$ cat config.mk
export PLATFORM = sky130hd
export DESIGN_NAME = orf_filter_top
export DESIGN_NICKNAME = d
export VERILOG_FILES = /design/src/inc/orf_pkg.sv /design/src/rtl/orf_filter_top.sv /design/src/rtl/orf_field_mask.sv /design/src/rtl/orf_match.sv
export SDC_FILE = /design/constraint.sdc
export NUM_CORES = 1
export LEC_CHECK = 0
export BUFFER_PORTS_ARGS = -buffer_cell sky130_fd_sc_hd__buf_4
export CAP_MARGIN = 20
export CORE_MARGIN = 3
export CORE_UTILIZATION = 50
export DETAILED_ROUTE_END_ITERATION = 10
export PLACE_DENSITY_LB_ADDON = 0.15
export SETUP_SLACK_MARGIN = 0.5
export SYNTH_ARGS = -nofsm -noshare
export SYNTH_HDL_FRONTEND = slang
export SYNTH_HIERARCHICAL = 1
export SYNTH_SLANG_ARGS = --single-unit
$ cat constraint.sdc
create_clock -name clk_sys -period 5.75 [get_ports clk_sys]
set_input_delay 1.15 -clock clk_sys [delete_from_list [all_inputs] [get_ports clk_sys]]
set_output_delay 1.15 -clock clk_sys [all_outputs]
set_load 0.01 [all_outputs]
$ cat src/inc/orf_pkg.sv
// Package for the off-core response event filter: layout, variants, register map
package orf_pkg;
  // ==========================================================
  // Filter register layout
  localparam int ORF_REG_W = 38;
  localparam int ORF_REQ_LSB = 0;
  localparam int ORF_REQ_MSB = 15;
  localparam int ORF_SUP_LSB = 16;
  localparam int ORF_SUP_MSB = 30;
  localparam int ORF_SNP_LSB = 31;
  localparam int ORF_SNP_MSB = 37;
  localparam int ORF_REQ_W = ORF_REQ_MSB - ORF_REQ_LSB + 1;
  localparam int ORF_SUP_W = ORF_SUP_MSB - ORF_SUP_LSB + 1;
  localparam int ORF_SNP_W = ORF_SNP_MSB - ORF_SNP_LSB + 1;

  // ==========================================================
  // Request type bit positions within the request field
  localparam int ORF_REQ_DMND_DATA = 0;
  localparam int ORF_REQ_DMND_OWN = 1;
  localparam int ORF_REQ_DMND_CODE = 2;
  localparam int ORF_REQ_L2PF_DATA = 4;
  localparam int ORF_REQ_L2PF_OWN = 5;
  localparam int ORF_REQ_L2PF_CODE = 6;
  localparam int ORF_REQ_OTHER = 15;
  localparam logic [15:0] ORF_REQ_IMPL_MASK = 16'h8077;

  // ==========================================================
  // Supplier bit positions, absolute within the filter register
  localparam int ORF_SUP_ANY = 16;
  localparam int ORF_SUP_NOINFO = 17;
  localparam int ORF_SUP_LLC_M = 18;
  localparam int ORF_SUP_LLC_E = 19;
  localparam int ORF_SUP_LLC_S = 20;
  localparam int ORF_SUP_LLC_F = 21;
  localparam int ORF_SUP_LOCAL = 22;
  localparam int ORF_SUP_L4_LOCAL = 22;
  localparam int ORF_SUP_L4_HOP0 = 23;
  localparam int ORF_SUP_L4_HOP1 = 24;
  localparam int ORF_SUP_L4_HOP2P = 25;
  localparam int ORF_SUP_RMT_HOP0 = 27;
  localparam int ORF_SUP_RMT_HOP1 = 28;
  localparam int ORF_SUP_RMT_HOP2P = 29;

  // Writable supplier bits per variant (bits 30:16 of the register)
  localparam logic [14:0] ORF_SUP_MASK_CLIENT = 15'h005f;
  localparam logic [14:0] ORF_SUP_MASK_L4 = 15'h03df;
  localparam logic [14:0] ORF_SUP_MASK_SERVER = 15'h387f;

  // ==========================================================
  // Register map and reset values
  localparam logic [7:0] ORF_OFF_FILTER_LO = 8'h00;
  localparam logic [7:0] ORF_OFF_FILTER_HI = 8'h04;
  localparam logic [7:0] ORF_OFF_MATCH_CNT = 8'h08;
  localparam logic [ORF_REG_W-1:0] ORF_FILTER_RST = 38'h00_0000_0000;
  localparam logic [31:0] ORF_CNT_RST = 32'h0000_0000;

  typedef enum logic [1:0] {
    ORF_VAR_CLIENT,
    ORF_VAR_L4,
    ORF_VAR_SERVER
  } orf_variant_t;

  // One off-core response from the core-uncore interface
  typedef struct packed {
    logic valid;
    logic [ORF_REQ_W-1:0] reqType;
    logic [ORF_SUP_W-1:0] supplier;
    logic [ORF_SNP_W-1:0] snoop;
  } orf_resp_t;

  typedef struct packed {
    logic [7:0] addr;
    logic [31:0] wdata;
    logic wr;
    logic rd;
  } orf_bus_req_t;
endpackage

$ cat src/rtl/orf_filter_top.sv
// Off-core response event filter register bank and qualification
`timescale 1ns/1ps
`default_nettype none
module orf_filter_top
  import orf_pkg::*;
#(
  parameter orf_variant_t VARIANT = ORF_VAR_CLIENT,
  parameter int NUM_EVT = 2,
  parameter int EVT_SEL_W = 1
) (
  input wire logic clk_sys,
  input wire logic sys_rst,
  input wire logic [7:0] regAddr,
  input wire logic [31:0] regWdata,
  input wire logic regWr,
  input wire logic regRd,
  output logic [31:0] regRdata,
  input wire logic [EVT_SEL_W-1:0] evtSel,
  input wire orf_resp_t resp,
  output logic countPulse
);
  // ==========================================================
  // Register address decode
  // Bank layout: each event owns a 16-byte window (lo, hi, count)
  localparam int WIN_SHIFT = 4;

  function automatic logic [EVT_SEL_W-1:0] winIdx(input logic [7:0] a);
    winIdx = EVT_SEL_W'(a >> WIN_SHIFT);
  endfunction

  function automatic logic [7:0] winOff(input logic [7:0] a);
    winOff = a & 8'h0f;
  endfunction

  wire logic [EVT_SEL_W-1:0] accIdx;
  wire logic [7:0] accOff;
  wire logic idxOk;
  wire logic hitLo;
  wire logic hitHi;
  wire logic hitCnt;

  assign accIdx = winIdx(regAddr);
  assign accOff = winOff(regAddr);
  assign idxOk = (32'(regAddr >> WIN_SHIFT) < NUM_EVT);
  assign hitLo = idxOk && (accOff == ORF_OFF_FILTER_LO);
  assign hitHi = idxOk && (accOff == ORF_OFF_FILTER_HI);
  assign hitCnt = idxOk && (accOff == ORF_OFF_MATCH_CNT);

  // ==========================================================
  // Filter storage, one register per event code
  logic [ORF_REG_W-1:0] filter_ff [NUM_EVT];
  logic [31:0] matchCnt_ff [NUM_EVT];
  logic [31:0] regRdata_ff;
  logic countPulse_ff;

  wire logic [ORF_REG_W-1:0] curFilter;
  wire logic [ORF_REG_W-1:0] rawWrite;
  wire logic [ORF_REG_W-1:0] cleanWrite;
  wire logic [ORF_REG_W-1:0] selFilter;
  wire logic evtHit;

  assign curFilter = filter_ff[accIdx];
  // Low word write keeps the upper bits; high word write keeps the lower 32
  assign rawWrite = hitLo ? {curFilter[ORF_REG_W-1:32], regWdata} :
                    {regWdata[ORF_REG_W-33:0], curFilter[31:0]};

  // Reserved bits are forced to zero so a careless write cannot widen a match
  orf_field_mask #(
    .VARIANT(VARIANT)
  ) uMask (
    .rawValue(rawWrite),
    .cleanValue(cleanWrite)
  );

  always_ff @(posedge clk_sys) begin
    for (int i = 0; i < NUM_EVT; i++) begin
      if (sys_rst) begin
        filter_ff[i] <= ORF_FILTER_RST;
      end else if (regWr && (hitLo || hitHi) && (accIdx == EVT_SEL_W'(i))) begin
        filter_ff[i] <= cleanWrite;
      end
    end
  end

  // ==========================================================
  // Qualification of responses against the selected event's filter
  assign selFilter = filter_ff[evtSel];

  orf_match uMatch (
    .filterValue(selFilter),
    .resp(resp),
    .hit(evtHit)
  );

  // Per-event match count shows the block's own state to software
  always_ff @(posedge clk_sys) begin
    for (int i = 0; i < NUM_EVT; i++) begin
      if (sys_rst) begin
        matchCnt_ff[i] <= ORF_CNT_RST;
      end else if (regWr && hitCnt && (accIdx == EVT_SEL_W'(i))) begin
        matchCnt_ff[i] <= regWdata;
      end else if (evtHit && (evtSel == EVT_SEL_W'(i))) begin
        matchCnt_ff[i] <= matchCnt_ff[i] + 32'h0000_0001;
      end
    end
  end

  always_ff @(posedge clk_sys) begin
    if (sys_rst) begin
      countPulse_ff <= 1'b0;
    end else begin
      countPulse_ff <= evtHit;
    end
  end

  // ==========================================================
  // Read data, valid only the cycle after the read strobe
  wire logic [31:0] nxt_regRdata;

  assign nxt_regRdata = !regRd ? 32'h0000_0000 :
                        hitLo ? curFilter[31:0] :
                        hitHi ? {{(64 - ORF_REG_W){1'b0}}, curFilter[ORF_REG_W-1:32]} :
                        hitCnt ? matchCnt_ff[accIdx] :
                        32'h0000_0000;

  always_ff @(posedge clk_sys) begin
    if (sys_rst) begin
      regRdata_ff <= 32'h0000_0000;
    end else begin
      regRdata_ff <= nxt_regRdata;
    end
  end

  assign regRdata = regRdata_ff;
  assign countPulse = countPulse_ff;
endmodule
`default_nettype wire

$ cat src/rtl/orf_field_mask.sv
// Reserved-bit masking of a filter write per product variant
`timescale 1ns/1ps
`default_nettype none
module orf_field_mask
  import orf_pkg::*;
#(
  parameter orf_variant_t VARIANT = ORF_VAR_CLIENT
) (
  input wire logic [ORF_REG_W-1:0] rawValue,
  output logic [ORF_REG_W-1:0] cleanValue
);
  // ==========================================================
  // Variant select
  wire logic [ORF_SUP_W-1:0] supKeep;

  assign supKeep = (VARIANT == ORF_VAR_SERVER) ? ORF_SUP_MASK_SERVER :
                   (VARIANT == ORF_VAR_L4) ? ORF_SUP_MASK_L4 :
                   ORF_SUP_MASK_CLIENT;

  // Reserved positions never hold a one, whatever software writes
  assign cleanValue = {rawValue[ORF_SNP_MSB:ORF_SNP_LSB],
                       rawValue[ORF_SUP_MSB:ORF_SUP_LSB] & supKeep,
                       rawValue[ORF_REQ_MSB:ORF_REQ_LSB] & ORF_REQ_IMPL_MASK};
endmodule
`default_nettype wire

$ cat src/rtl/orf_match.sv
// Match of one response against the filter fields
`timescale 1ns/1ps
`default_nettype none
module orf_match
  import orf_pkg::*;
(
  input wire logic [ORF_REG_W-1:0] filterValue,
  input wire orf_resp_t resp,
  output logic hit
);
  // ==========================================================
  // Field compare
  wire logic reqHit;
  wire logic supHit;
  wire logic snpHit;
  wire logic [ORF_SUP_W-1:0] supSel;

  assign supSel = filterValue[ORF_SUP_MSB:ORF_SUP_LSB];
  assign reqHit = |(filterValue[ORF_REQ_MSB:ORF_REQ_LSB] & resp.reqType);
  // Catch-all bypasses every other supplier bit
  assign supHit = supSel[ORF_SUP_ANY - ORF_SUP_LSB] | (|(supSel & resp.supplier));
  assign snpHit = |(filterValue[ORF_SNP_MSB:ORF_SNP_LSB] & resp.snoop);
  assign hit = resp.valid & reqHit & supHit & snpHit;
endmodule
`default_nettype wire

==> flow_summary.toml <==
[synth]
yosysWarnings = 6
synthesis.area_sq_um = 9925
synthCells = 939
avgSynthCellArea_sq_um = 10.57

[finish]
final_nets = 1090
layout.cells.non_filler = 1277
finish.instance_area_sq_um = 11300
antennaDiodeCount = 0
syn_to_final_growth_pct = 13.89
final_core_util = 0.5924
layout-drive-gt1-share = 0.2193

[cts]
cts_tree = "done"
cts_setup_buffers = 0
cts_resized = 0
cts_max_level = 4
clockRootBuffer = "clkbuf_16"
clock_latency_ps = 440
clock_path_buffers = 2
numCtsBuffers = 17
cts.sink_count = 173
clk_pin_slew_worst_paths_ps = 70
ctsHoldBuffers = 0

[timing]
grt_setup_unrepaired = "false"
fin_crit_sh = 0.6623
fin_crit_ps = 3808
slew_headroom = 0.3299
finalSetupTns_ps = 0
clock.fmax_mhz = 262.6
fin_skew_ps = 11.58
setup_viol = 0
tightest_slew_ps = 999.7
drv_slew = 0
fin_ws_ps = 1942
hold_viol_final = 0

[routing]
avgRoutedWirePerCell_um = 20.61
ant_nets = 0
via_count = 7356
first_pass_iters = 5
drc = 0
drt-initial-drc-count = 541
drt_wl_total_um = 26320
vias_per_cell = 5.760

[place]
place_ws_ps = 1557
placed_cells = 1244
place.gp.congestion = 0.8562
port_buffers = 115
post_dp_cell_area_sq_um = 10760
hpwl_um = 18040

[floorplanning]
fp.dieH_um = 146.9
start_util = 0.5201
core_area_sq_um = 19080
die_x_um = 146.9
die-area_sq_um = 21580
io_pins = 117
placementRows = 50

[worst_setup_path]
cp-end-kind = "register"
critPathKind = "in -> reg"
critPathArrivalTime_ps = 3940
reg2reg_slack_ps = 2880
crit_required_ps = 5880
critPathMaxFanout = 41
worst_setup_path_start_kind = "input pin"

[power]
p_leak_uw = 0.004125
power_density_nw_per_um2 = 248.5
ir_drop_mv = 0.1990

[global_routing]
grt_max_degree = 48
grt_pass1_vias = 7228
grt_pass1_wl_um = 40500
antenna_found_initial = 0
grt_util_all_layers = 0.2437
grt_overflow = 0

[run_status]
status = "finished, final reports clean"

[flow_run]
cap_violations = 0

[min_path]
min_path_type = "reg -> reg"
## cells in the final DEF (no fill, tap or decap), types with 23 or more instances in the layout
cell type	instances
o22a_1	26
and2_1	77
xor2_1	23
xnor2_1	37
o21ai_0	63
nor2_1	57
dfxtp_1	33
mux2i_1	66
buf_4	128
nand3_1	28
nand2_1	99
mux2_2	43
edfxtp_1	140
## per-stage QoR
step / hold slack, ps / power (uW)
after floorplan: 594.0 / 1662
after global placement: 647.5 / 1771
after detailed placement: 664.4 / 1775
after CTS: 682.4 / 2820
after global routing: 704.8 / 2904
final: 674.7 / 2809
## flip-flops by register name (all words and copies together) (netlist names)
name and count:
countPulse 1, filter_ff 76, matchCnt_ff 64, regRdata 32
## cell type report
type,count,area (sq um)
flip-flops and latches,173,4865
fillers,1656,7777
repair buffers,129,975.9
multi-input cells,677,4591
inverters,6,22.52
well taps,260,325.3
clock inverters,15,98.84
clock buffers,17,425.4
## worst paths after layout
path | start | cells after the start | to
setup / recovery | evtSel | 11 | matchCnt_ff[0][23]$_DFFE_PP_
hold / removal | filter_ff[0][2]$_SDFFCE_PN0P_ | 3 | regRdata[2]$_SDFF_PP0_
setup reg to reg | filter_ff[1][30]$_SDFFCE_PN0P_ | 10 | matchCnt_ff[0][23]$_DFFE_PP_
hold reg to reg | filter_ff[0][2]$_SDFFCE_PN0P_ | 3 | regRdata[2]$_SDFF_PP0_
## layer usage
layer / vias up / part of all wire / track usage
met4: 0 / 0.023 / 0.08043
met2: 285 / 0.47 / 0.3865
met3: 42 / 0.076 / 0.06138
met5: - / 0 / 0
met1: 3564 / 0.43 / 0.3289
li1: 3465 / - / -
## worst max-delay path: stages
cell,delay [ps]
buf_4,470
mux2_2,400
a22oi_1,230
and4_1,270
nand4_1,180
and4_1,270
nor2b_1,160
nor2b_1,170
nor2_1,200
o31ai_4,90
buf_4,300
## power by group
group	switching [uW]	internal, uW
sequential	55.6	1410
clock	508	548
combinational	157	127
total	721	2090
(Power assumes the default switching activity.)
